**config.mk**
```make
export PLATFORM = sky130hd
export DESIGN_NAME = fcs_top
export DESIGN_NICKNAME = d
export VERILOG_FILES = /design/src/verilog/fcs_pkg.sv /design/src/verilog/fcs_top.sv
export SDC_FILE = /design/constraint.sdc
export NUM_CORES = 1
export LEC_CHECK = 0
export BUFFER_PORTS_ARGS = -buffer_cell sky130_fd_sc_hd__buf_2
export CAP_MARGIN = 30
export CORE_ASPECT_RATIO = 1.75
export CORE_MARGIN = 3
export CORE_UTILIZATION = 43
export DETAILED_ROUTE_END_ITERATION = 8
export PLACE_DENSITY = 0.63
export SLEW_MARGIN = 40
export SYNTH_ARGS = -nofsm -noshare
export SYNTH_HDL_FRONTEND = slang
export SYNTH_SLANG_ARGS = --single-unit
```
**constraint.sdc**
```tcl
create_clock -name mclk -period 7.4 [get_ports mclk]
set_input_delay 0.37 -clock mclk [delete_from_list [all_inputs] [get_ports mclk]]
set_output_delay 0.37 -clock mclk [all_outputs]
set_load 0.02 [all_outputs]
```
**src/verilog/fcs_pkg.sv**
```systemverilog
// Purpose: constants and types for the program memory command sequencer
// Assumes: 8-bit register bus, 16-bit addresses, 8 KiB array at the top of memory
// Notes: counts are in command clock periods unless named otherwise
//
// What this block does
// - The divider register takes one write after reset; later writes are ignored.
// - Divider writes are blocked while the access error flag is set.
// - Program and erase are timed in whole command clock periods.
// - Byte program takes 9 periods; a chained burst byte takes 4.
// - Page erase takes 4000 periods; mass erase takes 20000.
// - A command opens with an array write whose address and data are latched.
// - Page erase takes any address in its page; mass erase and blank check any.
// - Erase unit is a 512-byte page; the array is 16 such pages.
// - Codes 0x05 blank check, 0x20 byte program, 0x25 burst are decoded.
// - Codes 0x40 page erase, 0x41 mass erase; no other code is valid.
// - Writing one to the buffer-empty flag launches and clears that flag.
// - Writing zero to it mid-sequence aborts and sets the access error flag.
// - No new command is taken while the access error flag is set.
// - A command-complete flag shows when the launched command has finished.
// - Each reset copies protection and option bytes into working registers.
// - With key enable set, a matching 8-byte key lifts security until reset.
// - Key entry only from secure code, never from the debug port.
// - With the key off, only mass erase plus passing blank check unsecures.
// - Security field value 1:0 means unsecured.
// - While secured, RAM access from debug or non-secure code is blocked.
// - Access error clears only by writing one; no command launches while set.
// - An array write while the buffer-empty flag is clear is an access error.
// - Stop mode during program or erase aborts it and sets access error.
package fcs_pkg;
  localparam logic [15:0] ADDR_DIV = 16'h1820;
  localparam logic [15:0] ADDR_OPT = 16'h1821;
  localparam logic [15:0] ADDR_CNFG = 16'h1823;
  localparam logic [15:0] ADDR_PROT = 16'h1824;
  localparam logic [15:0] ADDR_STAT = 16'h1825;
  localparam logic [15:0] ADDR_CMD = 16'h1826;
  localparam logic [15:0] ARRAY_BASE = 16'he000;
  localparam logic [15:0] KEY_ADDR = 16'hffb0;
  localparam logic [15:0] NONVOLATILE_PROTECTION_BYTE_ADDR = 16'hffbd;
  localparam logic [15:0] NONVOLATILE_OPTION_BYTE_ADDR = 16'hffbf;
  localparam logic [12:0] KEY_OFF = 13'(KEY_ADDR - ARRAY_BASE);
  localparam logic [12:0] NONVOLATILE_PROTECTION_BYTE_OFF = 13'(NONVOLATILE_PROTECTION_BYTE_ADDR - ARRAY_BASE);
  localparam logic [12:0] NONVOLATILE_OPTION_BYTE_OFF = 13'(NONVOLATILE_OPTION_BYTE_ADDR - ARRAY_BASE);
  localparam logic [13:0] ARRAY_BYTES = 14'h2000;
  localparam logic [13:0] LOAD_LEN = 14'h000a;
  localparam logic [8:0] PAGE_MASK = 9'h1ff;
  localparam logic [7:0] CMD_BLANK = 8'h05;
  localparam logic [7:0] CMD_PROG = 8'h20;
  localparam logic [7:0] CMD_BURST = 8'h25;
  localparam logic [7:0] CMD_PAGE = 8'h40;
  localparam logic [7:0] CMD_MASS = 8'h41;
  localparam logic [7:0] ERASED = 8'hff;
  localparam int STAT_CBEF = 7;
  localparam int STAT_CCF = 6;
  localparam int STAT_PVIOL = 5;
  localparam int STAT_ACCERR = 4;
  localparam int STAT_BLANK = 2;
  localparam int DIV_LOADED = 7;
  localparam int DIV_PRE8 = 6;
  localparam int CNFG_KEYACC = 5;
  localparam int OPT_KEY_ENABLE_BIT = 7;
  localparam logic [1:0] SEC_OPEN = 2'h2;
  localparam logic [2:0] PRE8_LAST = 3'h7;
  localparam logic [14:0] PROG_TICKS = 15'd9;
  localparam logic [14:0] BURST_TICKS = 15'd4;
  localparam logic [14:0] PAGE_TICKS = 15'd4000;
  localparam logic [14:0] MASS_TICKS = 15'd20000;
  localparam logic [7:0] DIV_RST = 8'h00;
  localparam logic [7:0] PROT_RST = 8'hff;
  localparam logic [7:0] OPT_RST = 8'h00;
  typedef enum logic [1:0] {FCS_LOAD, FCS_IDLE, FCS_RUN, FCS_BLANK} fcs_state_t;
  typedef enum logic [1:0] {SEQ_EMPTY, SEQ_ADDR, SEQ_CMD} fcs_seq_t;
endpackage : fcs_pkg

```
**src/verilog/fcs_top.sv**
```systemverilog
// Purpose: command sequencer for the on-chip program memory array
// Assumes: array macro outside answers arr_rdata one cycle after arr_addr
// Notes: the array applies a program or erase on the one-cycle commit pulses
`timescale 1ns/100ps
`default_nettype none
module fcs_top #(
  parameter logic [14:0] PAGE_TICKS = fcs_pkg::PAGE_TICKS,
  parameter logic [14:0] MASS_TICKS = fcs_pkg::MASS_TICKS
) (
  input wire logic mclk,
  input wire logic rst,
  input wire logic [15:0] reg_addr,
  input wire logic [7:0] reg_wdata,
  input wire logic reg_wr,
  input wire logic reg_rd,
  input wire logic reg_dbg,
  input wire logic secure_exec,
  input wire logic stop_req,
  input wire logic ram_req,
  input wire logic ram_dbg,
  input wire logic [7:0] arr_rdata,
  output logic [7:0] reg_rdata,
  output logic [12:0] arr_addr,
  output logic [7:0] arr_wdata,
  output logic arr_hv,
  output logic arr_prog,
  output logic arr_erase,
  output logic arr_mass,
  output logic ram_block,
  output logic secured
);
  fcs_pkg::fcs_state_t st_q;
  fcs_pkg::fcs_seq_t seq_q;
  logic [7:0] div_q;
  logic [7:0] prot_q;
  logic [7:0] opt_q;
  logic keyacc_q;
  logic [63:0] key_q;
  logic [63:0] entry_q;
  logic [7:0] seen_q;
  logic [2:0] pre_q;
  logic [5:0] divc_q;
  logic tick_q;
  logic [12:0] buf_addr_q;
  logic [7:0] buf_data_q;
  logic [7:0] buf_cmd_q;
  logic pending_q;
  logic [12:0] ex_addr_q;
  logic [7:0] ex_data_q;
  logic [7:0] ex_cmd_q;
  logic [14:0] cnt_q;
  logic [13:0] scan_q;
  logic chk_q;
  logic blank_ok_q;
  logic cbef_q;
  logic ccf_q;
  logic pviol_q;
  logic accerr_q;
  logic blank_q;
  logic unlock_q;
  logic erased_q;

  logic wr_arr, wr_div, wr_opt, wr_cnfg, wr_prot, wr_stat, wr_cmd;
  logic key_wr, cmd_arr, cmd_ok, dbg_bad, seq_err, launch, prot_hit, go;
  logic done_now, fast, start, blank_done, sec_now, key_match, is_prog;
  logic [15:0] last_open;
  logic [3:0] cap_idx;
  logic [12:0] ld_off;

  //////////////////////////////////////////////////////////////////////
  // decode and sequence checks
  always_comb
  begin
    wr_arr = reg_wr && (reg_addr >= fcs_pkg::ARRAY_BASE);
    wr_div = reg_wr && (reg_addr == fcs_pkg::ADDR_DIV);
    wr_opt = reg_wr && (reg_addr == fcs_pkg::ADDR_OPT);
    wr_cnfg = reg_wr && (reg_addr == fcs_pkg::ADDR_CNFG);
    wr_prot = reg_wr && (reg_addr == fcs_pkg::ADDR_PROT);
    wr_stat = reg_wr && (reg_addr == fcs_pkg::ADDR_STAT);
    wr_cmd = reg_wr && (reg_addr == fcs_pkg::ADDR_CMD);
    // key bytes go to the entry buffer, never to the command path
    key_wr = wr_arr && keyacc_q && !reg_dbg && secure_exec
      && (reg_addr[15:3] == fcs_pkg::KEY_ADDR[15:3]);
    cmd_arr = wr_arr && !key_wr;
    cmd_ok = (reg_wdata == fcs_pkg::CMD_BLANK) || (reg_wdata == fcs_pkg::CMD_PROG)
      || (reg_wdata == fcs_pkg::CMD_BURST)
      || (reg_wdata == fcs_pkg::CMD_PAGE) || (reg_wdata == fcs_pkg::CMD_MASS);
    sec_now = (opt_q[1:0] != fcs_pkg::SEC_OPEN) && !unlock_q;
    // a secured debug port may only blank check or mass erase
    dbg_bad = reg_dbg && sec_now && ((reg_wdata == fcs_pkg::CMD_PROG)
      || (reg_wdata == fcs_pkg::CMD_BURST) || (reg_wdata == fcs_pkg::CMD_PAGE));
    seq_err = (cmd_arr && (!div_q[fcs_pkg::DIV_LOADED] || !cbef_q
        || (seq_q != fcs_pkg::SEQ_EMPTY)))
      || (wr_cmd && ((seq_q != fcs_pkg::SEQ_ADDR) || !cmd_ok || dbg_bad))
      || ((wr_div || wr_cnfg || wr_prot || wr_opt) && (seq_q != fcs_pkg::SEQ_EMPTY))
      || (wr_stat && (seq_q == fcs_pkg::SEQ_ADDR))
      || (wr_stat && (seq_q == fcs_pkg::SEQ_CMD) && !reg_wdata[fcs_pkg::STAT_CBEF])
      || (stop_req && (st_q == fcs_pkg::FCS_RUN));
    launch = wr_stat && (seq_q == fcs_pkg::SEQ_CMD) && reg_wdata[fcs_pkg::STAT_CBEF]
      && !accerr_q && !pviol_q;
    last_open = {prot_q[7:1], fcs_pkg::PAGE_MASK};
    is_prog = (buf_cmd_q == fcs_pkg::CMD_PROG) || (buf_cmd_q == fcs_pkg::CMD_BURST);
    prot_hit = !prot_q[0] && ((buf_cmd_q == fcs_pkg::CMD_MASS)
      || ((is_prog || (buf_cmd_q == fcs_pkg::CMD_PAGE))
      && ({3'h7, buf_addr_q} > last_open)));
    go = launch && !prot_hit;
    done_now = (st_q == fcs_pkg::FCS_RUN) && tick_q && (cnt_q == 15'd1);
    // high voltage stays up only for the next byte of the same 64-byte row
    fast = done_now && pending_q && (ex_cmd_q == fcs_pkg::CMD_BURST)
      && (buf_cmd_q == fcs_pkg::CMD_BURST)
      && (buf_addr_q == 13'(ex_addr_q + 13'd1)) && (buf_addr_q[5:0] != 6'h00);
    start = pending_q && ((st_q == fcs_pkg::FCS_IDLE) || fast);
    blank_done = (st_q == fcs_pkg::FCS_BLANK) && (scan_q > fcs_pkg::ARRAY_BYTES)
      && !chk_q;
    key_match = wr_cnfg && keyacc_q && !reg_wdata[fcs_pkg::CNFG_KEYACC]
      && (seen_q == 8'hff) && opt_q[fcs_pkg::OPT_KEY_ENABLE_BIT] && (entry_q == key_q);
    cap_idx = 4'(scan_q - 14'd2);
    if (scan_q[3:0] < 4'h8)
      ld_off = fcs_pkg::KEY_OFF + {10'h000, scan_q[2:0]};
    else if (scan_q[3:0] == 4'h8)
      ld_off = fcs_pkg::NONVOLATILE_PROTECTION_BYTE_OFF;
    else
      ld_off = fcs_pkg::NONVOLATILE_OPTION_BYTE_OFF;
  end

  //////////////////////////////////////////////////////////////////////
  // command clock: one enable pulse per period of (div+1) * (8 or 1)
  always_ff @(posedge mclk)
  begin
    if (rst)
    begin
      pre_q <= '0;
      divc_q <= '0;
      tick_q <= 1'b0;
    end
    else
    begin
      tick_q <= 1'b0;
      if (div_q[fcs_pkg::DIV_LOADED])
      begin
        if (div_q[fcs_pkg::DIV_PRE8] && (pre_q != fcs_pkg::PRE8_LAST))
          pre_q <= pre_q + 3'd1;
        else
        begin
          pre_q <= '0;
          if (divc_q == div_q[5:0])
          begin
            divc_q <= '0;
            tick_q <= 1'b1;
          end
          else
            divc_q <= divc_q + 6'd1;
        end
      end
    end
  end

  //////////////////////////////////////////////////////////////////////
  // configuration, working copies and key entry
  always_ff @(posedge mclk)
  begin
    if (rst)
    begin
      div_q <= fcs_pkg::DIV_RST;
      prot_q <= fcs_pkg::PROT_RST;
      opt_q <= fcs_pkg::OPT_RST;
      keyacc_q <= 1'b0;
      key_q <= '0;
      entry_q <= '0;
      seen_q <= '0;
    end
    else
    begin
      if (wr_div && !div_q[fcs_pkg::DIV_LOADED] && !accerr_q
          && (seq_q == fcs_pkg::SEQ_EMPTY))
        div_q <= {1'b1, reg_wdata[6:0]};
      if ((st_q == fcs_pkg::FCS_LOAD) && chk_q)
      begin
        if (cap_idx < 4'h8)
          key_q[8 * (7 - cap_idx[2:0]) +: 8] <= arr_rdata;
        else if (cap_idx == 4'h8)
          prot_q <= arr_rdata;
        else
          opt_q <= arr_rdata;
      end
      // protection can be rewritten only from the debug port
      else if (wr_prot && reg_dbg && (seq_q == fcs_pkg::SEQ_EMPTY))
        prot_q <= reg_wdata;
      if (wr_cnfg && (seq_q == fcs_pkg::SEQ_EMPTY))
      begin
        if (!reg_wdata[fcs_pkg::CNFG_KEYACC])
          keyacc_q <= 1'b0;
        else if (secure_exec && !reg_dbg)
        begin
          keyacc_q <= 1'b1;
          seen_q <= '0;
        end
      end
      if (key_wr)
      begin
        entry_q[8 * (7 - reg_addr[2:0]) +: 8] <= reg_wdata;
        seen_q[reg_addr[2:0]] <= 1'b1;
      end
    end
  end

  //////////////////////////////////////////////////////////////////////
  // command buffer: array write, code, launch
  always_ff @(posedge mclk)
  begin
    if (rst)
    begin
      seq_q <= fcs_pkg::SEQ_EMPTY;
      buf_addr_q <= '0;
      buf_data_q <= '0;
      buf_cmd_q <= '0;
      pending_q <= 1'b0;
    end
    else
    begin
      if (start)
        pending_q <= 1'b0;
      if (accerr_q || seq_err)
        seq_q <= fcs_pkg::SEQ_EMPTY;
      else if (cmd_arr && (seq_q == fcs_pkg::SEQ_EMPTY))
      begin
        buf_addr_q <= reg_addr[12:0];
        buf_data_q <= reg_wdata;
        seq_q <= fcs_pkg::SEQ_ADDR;
      end
      else if (wr_cmd)
      begin
        buf_cmd_q <= reg_wdata;
        seq_q <= fcs_pkg::SEQ_CMD;
      end
      else if (launch)
      begin
        seq_q <= fcs_pkg::SEQ_EMPTY;
        if (!prot_hit)
          pending_q <= 1'b1;
      end
    end
  end

  //////////////////////////////////////////////////////////////////////
  // execution: reset copy, timed pulses, blank scan
  always_ff @(posedge mclk)
  begin
    if (rst)
    begin
      st_q <= fcs_pkg::FCS_LOAD;
      cnt_q <= '0;
      ex_addr_q <= '0;
      ex_data_q <= '0;
      ex_cmd_q <= '0;
      scan_q <= '0;
      chk_q <= 1'b0;
      blank_ok_q <= 1'b1;
    end
    else
    begin
      case (st_q)
        fcs_pkg::FCS_LOAD:
        begin
          chk_q <= (scan_q != '0) && (scan_q <= fcs_pkg::LOAD_LEN);
          if (scan_q <= fcs_pkg::LOAD_LEN)
            scan_q <= scan_q + 14'd1;
          else if (!chk_q)
          begin
            st_q <= fcs_pkg::FCS_IDLE;
            scan_q <= '0;
          end
        end
        fcs_pkg::FCS_BLANK:
        begin
          chk_q <= (scan_q != '0) && (scan_q <= fcs_pkg::ARRAY_BYTES);
          if (chk_q && (arr_rdata != fcs_pkg::ERASED))
            blank_ok_q <= 1'b0;
          if (scan_q <= fcs_pkg::ARRAY_BYTES)
            scan_q <= scan_q + 14'd1;
          else if (!chk_q)
            st_q <= fcs_pkg::FCS_IDLE;
        end
        fcs_pkg::FCS_RUN:
        begin
          if (stop_req)
            st_q <= fcs_pkg::FCS_IDLE;
          else if (tick_q)
          begin
            cnt_q <= cnt_q - 15'd1;
            if (cnt_q == 15'd1)
              st_q <= fcs_pkg::FCS_IDLE;
          end
        end
        default:
        begin
        end
      endcase
      if (start)
      begin
        ex_addr_q <= buf_addr_q;
        ex_data_q <= buf_data_q;
        ex_cmd_q <= buf_cmd_q;
        scan_q <= '0;
        chk_q <= 1'b0;
        blank_ok_q <= 1'b1;
        if (buf_cmd_q == fcs_pkg::CMD_BLANK)
          st_q <= fcs_pkg::FCS_BLANK;
        else
          st_q <= fcs_pkg::FCS_RUN;
        if (buf_cmd_q == fcs_pkg::CMD_PAGE)
          cnt_q <= PAGE_TICKS;
        else if (buf_cmd_q == fcs_pkg::CMD_MASS)
          cnt_q <= MASS_TICKS;
        else if (fast)
          cnt_q <= fcs_pkg::BURST_TICKS;
        else
          cnt_q <= fcs_pkg::PROG_TICKS;
      end
    end
  end

  //////////////////////////////////////////////////////////////////////
  // array port
  always_ff @(posedge mclk)
  begin
    if (rst)
    begin
      arr_addr <= '0;
      arr_wdata <= '0;
      arr_hv <= 1'b0;
      arr_prog <= 1'b0;
      arr_erase <= 1'b0;
      arr_mass <= 1'b0;
    end
    else
    begin
      if (st_q == fcs_pkg::FCS_LOAD)
        arr_addr <= ld_off;
      else if (st_q == fcs_pkg::FCS_BLANK)
        arr_addr <= scan_q[12:0];
      else
        arr_addr <= ex_addr_q;
      arr_wdata <= ex_data_q;
      arr_hv <= (st_q == fcs_pkg::FCS_RUN) && !stop_req;
      arr_prog <= done_now && !stop_req && ((ex_cmd_q == fcs_pkg::CMD_PROG)
        || (ex_cmd_q == fcs_pkg::CMD_BURST));
      // page erase ignores the low nine address bits
      arr_erase <= done_now && !stop_req && (ex_cmd_q == fcs_pkg::CMD_PAGE);
      arr_mass <= done_now && !stop_req && (ex_cmd_q == fcs_pkg::CMD_MASS);
    end
  end

  //////////////////////////////////////////////////////////////////////
  // status flags; a hardware set wins over a software clear
  always_ff @(posedge mclk)
  begin
    if (rst)
    begin
      cbef_q <= 1'b1;
      ccf_q <= 1'b0;
      pviol_q <= 1'b0;
      accerr_q <= 1'b0;
      blank_q <= 1'b0;
    end
    else
    begin
      if (go)
        cbef_q <= 1'b0;
      else if (start)
        cbef_q <= 1'b1;
      ccf_q <= !go && !pending_q && (st_q == fcs_pkg::FCS_IDLE);
      accerr_q <= seq_err || (accerr_q
        && !(wr_stat && reg_wdata[fcs_pkg::STAT_ACCERR]));
      pviol_q <= (launch && prot_hit) || (pviol_q
        && !(wr_stat && reg_wdata[fcs_pkg::STAT_PVIOL]));
      if (go)
        blank_q <= 1'b0;
      else if (blank_done && blank_ok_q)
        blank_q <= 1'b1;
    end
  end

  //////////////////////////////////////////////////////////////////////
  // security
  always_ff @(posedge mclk)
  begin
    if (rst)
    begin
      unlock_q <= 1'b0;
      erased_q <= 1'b0;
      secured <= 1'b1;
      ram_block <= 1'b0;
    end
    else
    begin
      if (arr_mass)
        erased_q <= 1'b1;
      else if (arr_prog)
        erased_q <= 1'b0;
      if (key_match)
        unlock_q <= 1'b1;
      else if (blank_done && blank_ok_q && erased_q)
        unlock_q <= 1'b1;
      secured <= sec_now;
      ram_block <= secured && ram_req && (ram_dbg || !secure_exec);
    end
  end

  //////////////////////////////////////////////////////////////////////
  // register read, data in the cycle after the strobe
  always_ff @(posedge mclk)
  begin
    if (rst)
      reg_rdata <= '0;
    else if (!reg_rd)
      reg_rdata <= '0;
    else if (reg_addr == fcs_pkg::ADDR_DIV)
      reg_rdata <= div_q;
    else if (reg_addr == fcs_pkg::ADDR_OPT)
      reg_rdata <= opt_q;
    else if (reg_addr == fcs_pkg::ADDR_CNFG)
      reg_rdata <= {2'b00, keyacc_q, 5'b00000};
    else if (reg_addr == fcs_pkg::ADDR_PROT)
      reg_rdata <= prot_q;
    else if (reg_addr == fcs_pkg::ADDR_STAT)
      reg_rdata <= {cbef_q, ccf_q, pviol_q, accerr_q, 1'b0, blank_q, 2'b00};
    else if (reg_addr == fcs_pkg::ADDR_CMD)
      reg_rdata <= buf_cmd_q;
    else
      reg_rdata <= '0;
  end
endmodule : fcs_top
`default_nettype wire
```
==> impl_results.md <==
- CP Data Required Time: 7910 ps
- Syn avg cell area: 8.73 µm²
- Achievable clock frequency: 0.307 GHz
- HPWL reported at the end of detailed placement: 29600 µm
- Count of routing violations after the opening detailed-route iteration: 797
- Hold Violations, Final: 0
- Arrival time of the worst setup path: 3770 ps
- Mean routed wirelength per cell: 19.8 µm
- Cell at the root of the clock tree: clkbuf_16
- Final layout net count: 1727
- Unique cell type count in the Yosys netlist: 73
- Register bit count reported by yosys: 307
- Critical Path Source Type: flop
- Pin slew with the least headroom to its limit: 807 ps
- Setup_tns: 0 ps
- Cell-by-cell trace of the critical path: ha_1 > nand4_1 > or4_1 > a21oi_1 > o22ai_1 > o31a_2 > buf_4 > nor4_1 > a21o_1
- Run status: completed
- Remaining design rule violation count: 0
- First drt pass iteration count: 5
- Class of the tightest hold or removal check: in -> reg
- Clk Latency, worst-skew pair: 560 ps
- Boundary Pins: 76
- Endpoint of the worst-slack reg-to-reg timing path: st_q[0]
- Total CTS buffers: 29
- Post-synth EDFFs: 0
- Post-CTS Repair Setup Buffers: 0
- Port Buffer Count: 75
- Termination of the worst setup path: st_q[0]
- Initial core utilization: 43.9%
- Internal portion of total power: 2.62 mW
- Routed Wire Length: 41100 µm
- H-tree depth reported by CTS: 1
- Total clock sinks: 307
- Max_slew headroom: 45.9%
- Maximum number of pins on one net before global-route repair: 106
- Resize count post-CTS: 0
- Die width: 143 µm
- Count of antenna diodes in the layout: 0
- Antenna violations before repair: 0
- Max-cap violations: 0
- Launch point of the worst reg-to-reg path: ex_addr_q[0]
- Slowest-stage cell, CP: or4_1
- Logic gate share of total power: 7.8%
- R2R depth: 9
- Final antenna-violating net count: 0
- Worst-case clock buffer depth: 3
- Net switching power: 0.880 mW
- Area Growth Syn to Fin: 11.0%
- Worst vdd ir: 0.180 mV
- Most used flip-flop cell after synthesis: dfxtp_1
- Switching part of the total: 25.1%
- Standby leakage power: 6.63 nW
- Overall global routing resource usage: 22.9%
- Number of cells produced by synthesis: 1625
- Area of the core: 32300 µm²
- Netlist area before placement: 14200 µm²
- Area of the die: 35300 µm²
- Final hold slack: 58.4 ps
- Type of element capturing the critical path: flop
- Wire length of the first global-routing pass: 63300 µm
- Hold buffer count at cts: 1
- R2R Setup Slk: 4140 ps
- Die height: 246 µm
- Clock tree from TritonCTS: yes
- Clock share of power: 43.8%
- Slowest Stage Delay on Critical Path: 520 ps
- Number of cell rows: 87
- Final Max Tran Viols: 0
- Vias: 11700
- Setup clock skew after layout: 8.30 ps
- Share of final-layout standard cells stronger than drive strength 1: 9.48%
- Yosys warnings: 0
- Share of power burned in registers: 48.4%
- Final setup violation count: 0
- Via count of the first global-routing pass: 11300
- Via-to-Cell Ratio: 5.64
- Crit. Startpoint: ex_addr_q[0]
- Power, Total: 3.50 mW
- Setup repair after global routing missed its margin: no
- Mapped Nets: 1696
- Path type of the worst setup path: reg -> reg
- Share of the cycle needed by the critical path after routing: 44.1%
- Fraction of registers with async set/reset: 0%
- Register clock-pin slew on the reported worst setup and hold paths: 60 ps
- Sequential area share after synthesis: 43.3%
- Cell area power density: 223 nW/µm²
- Highest fanout seen on the critical path: 41
- Routability cong.: 0.934
- Final worst path period need: 3260 ps
- Aggregate global routing overflow: 0
==> how the worst min path moves through the flow <==
stage | slack, ps | cells past startpoint | start | to
CTS | 40 | 3 | reg_addr[6] | buf_addr_q[6]
detailed placement | 430 | 2 | secured | ram_block
global route | 50 | 3 | reg_addr[6] | buf_addr_q[6]
floorplan | 420 | 1 | blank_ok_q | blank_ok_q
global placement | 430 | 2 | secured | ram_block
finish | 60 | 3 | reg_addr[12] | buf_addr_q[12]
==> cells by family after synthesis <==
kind of cell               after synthesis  share of synthesized area (%)
and+or+nand+nor                        708                           24.3
buffers and inverters                  110                           3.36
adders and majority gates               30                           2.65
xor gates and xnor gates               116                           7.17
AOI/OAI and AO/OA                      211                           9.00
muxes                                  143                           10.1
DFF                                    307                           43.3
==> cells in the final DEF (no fill, tap or decap), types with 19 or more instances in the layout <==
cell / n
nor2b_1: 36
and2_1: 19
nor4_1: 22
nor3_1: 29
dfxtp_1: 307
buf_2: 76
o21ai_0: 31
nand4_1: 43
clkbuf_16: 29
mux2i_1: 139
xor2_1: 43
inv_1: 23
nor2_1: 313
nand3_1: 42
a21oi_1: 103
ha_1: 28
nand2_1: 111
xnor2_1: 73
==> critical path: cells and delay by family, from the launching register on <==
family	cells	cell delay, ps
simple gates	3	1210
buf+inv	1	330
compound gates	4	940
fa+ha+maj	1	250
flops	1	440
==> stage by stage <==
stage               utilization [%]  cell area [µm²]  worst slack [ps]  instances
finish                         48.7            15700              4140       2078
global route                   48.7            15700              3790       2078
detailed placement             45.6            14700              3680       2023
global placement               45.6            14700              3900       2021
floorplan                         -            14200              4870       1625
CTS                            48.7            15700              4090       2077
==> cell type report <==
type                       instances  area (µm²)
timing repair buffer              87         473
inverter                          23        86.3
clock buffer                      39         843
multi-input combinational       1208        7560
sequential                       307        6150
clock inverter                    14         129
tap                              400         500
fill                            3120       16600
==> flip-flops by register name, indices dropped and copies added, names as in the netlist, 2 cells and up <==
name and count:
entry_q 64, key_q 64, cnt_q 15, scan_q 14
arr_addr 13, buf_addr_q 13, ex_addr_q 13, arr_wdata 8
buf_cmd_q 8, buf_data_q 8, div_q 8, ex_cmd_q 8
ex_data_q 8, opt_q 8, prot_q 8, reg_rdata 8
seen_q 8, divc_q 6, pre_q 3, seq_q 2
st_q 2
==> metal layers <==
layer	GRT usage, %	wire [µm]
met5	0	0
met4	12.6	2610
met3	2.84	1810
met2	42.0	21300
met1	25.0	15400
==> cell usage after synthesis (5+ instances only) <==
| library cell | count | share of area (%) |
|---|---|---|
| nand2_1 | 111 | 2.9 |
| and3b_1 | 6 | 0.37 |
| o21ai_0 | 31 | 1.1 |
| and2_1 | 19 | 0.84 |
| ha_1 | 30 | 2.6 |
| nand4_1 | 43 | 1.9 |
| nand2b_1 | 7 | 0.31 |
| buf_2 | 11 | 0.39 |
| nor2_1 | 314 | 8.3 |
| xor2_1 | 43 | 2.7 |
| nand3_1 | 42 | 1.5 |
| a32oi_1 | 9 | 0.56 |
| a21o_1 | 6 | 0.32 |
| nor4_1 | 22 | 0.97 |
| nor3_1 | 29 | 1.0 |
| and3_1 | 17 | 0.75 |
| nand3b_1 | 5 | 0.26 |
| nor3b_1 | 8 | 0.42 |
| dfxtp_1 | 307 | 43 |
| or4_1 | 6 | 0.32 |
| xnor2_1 | 73 | 4.5 |
| a22oi_1 | 8 | 0.42 |
| clkbuf_1 | 59 | 1.6 |
| mux2i_1 | 139 | 9.8 |
| a211oi_1 | 17 | 0.90 |
| buf_1 | 8 | 0.21 |
| inv_1 | 23 | 0.61 |
| a31oi_1 | 5 | 0.22 |
| nor2b_1 | 36 | 1.6 |
| a21oi_1 | 103 | 3.6 |
| or3_1 | 7 | 0.31 |
| nand4b_1 | 10 | 0.62 |
==> power by group through the flow <==
stage	clock, mW	combinational [mW]	sequential (mW)
2_1_floorplan	0	0.179	1.73
3_3_place_gp	0	0.268	1.73
3_5_place_dp	0	0.270	1.73
4_1_cts	1.56	0.273	1.70
5_1_grt	1.63	0.299	1.70
6_report	1.53	0.275	1.70
(Power assumes the default switching activity.)
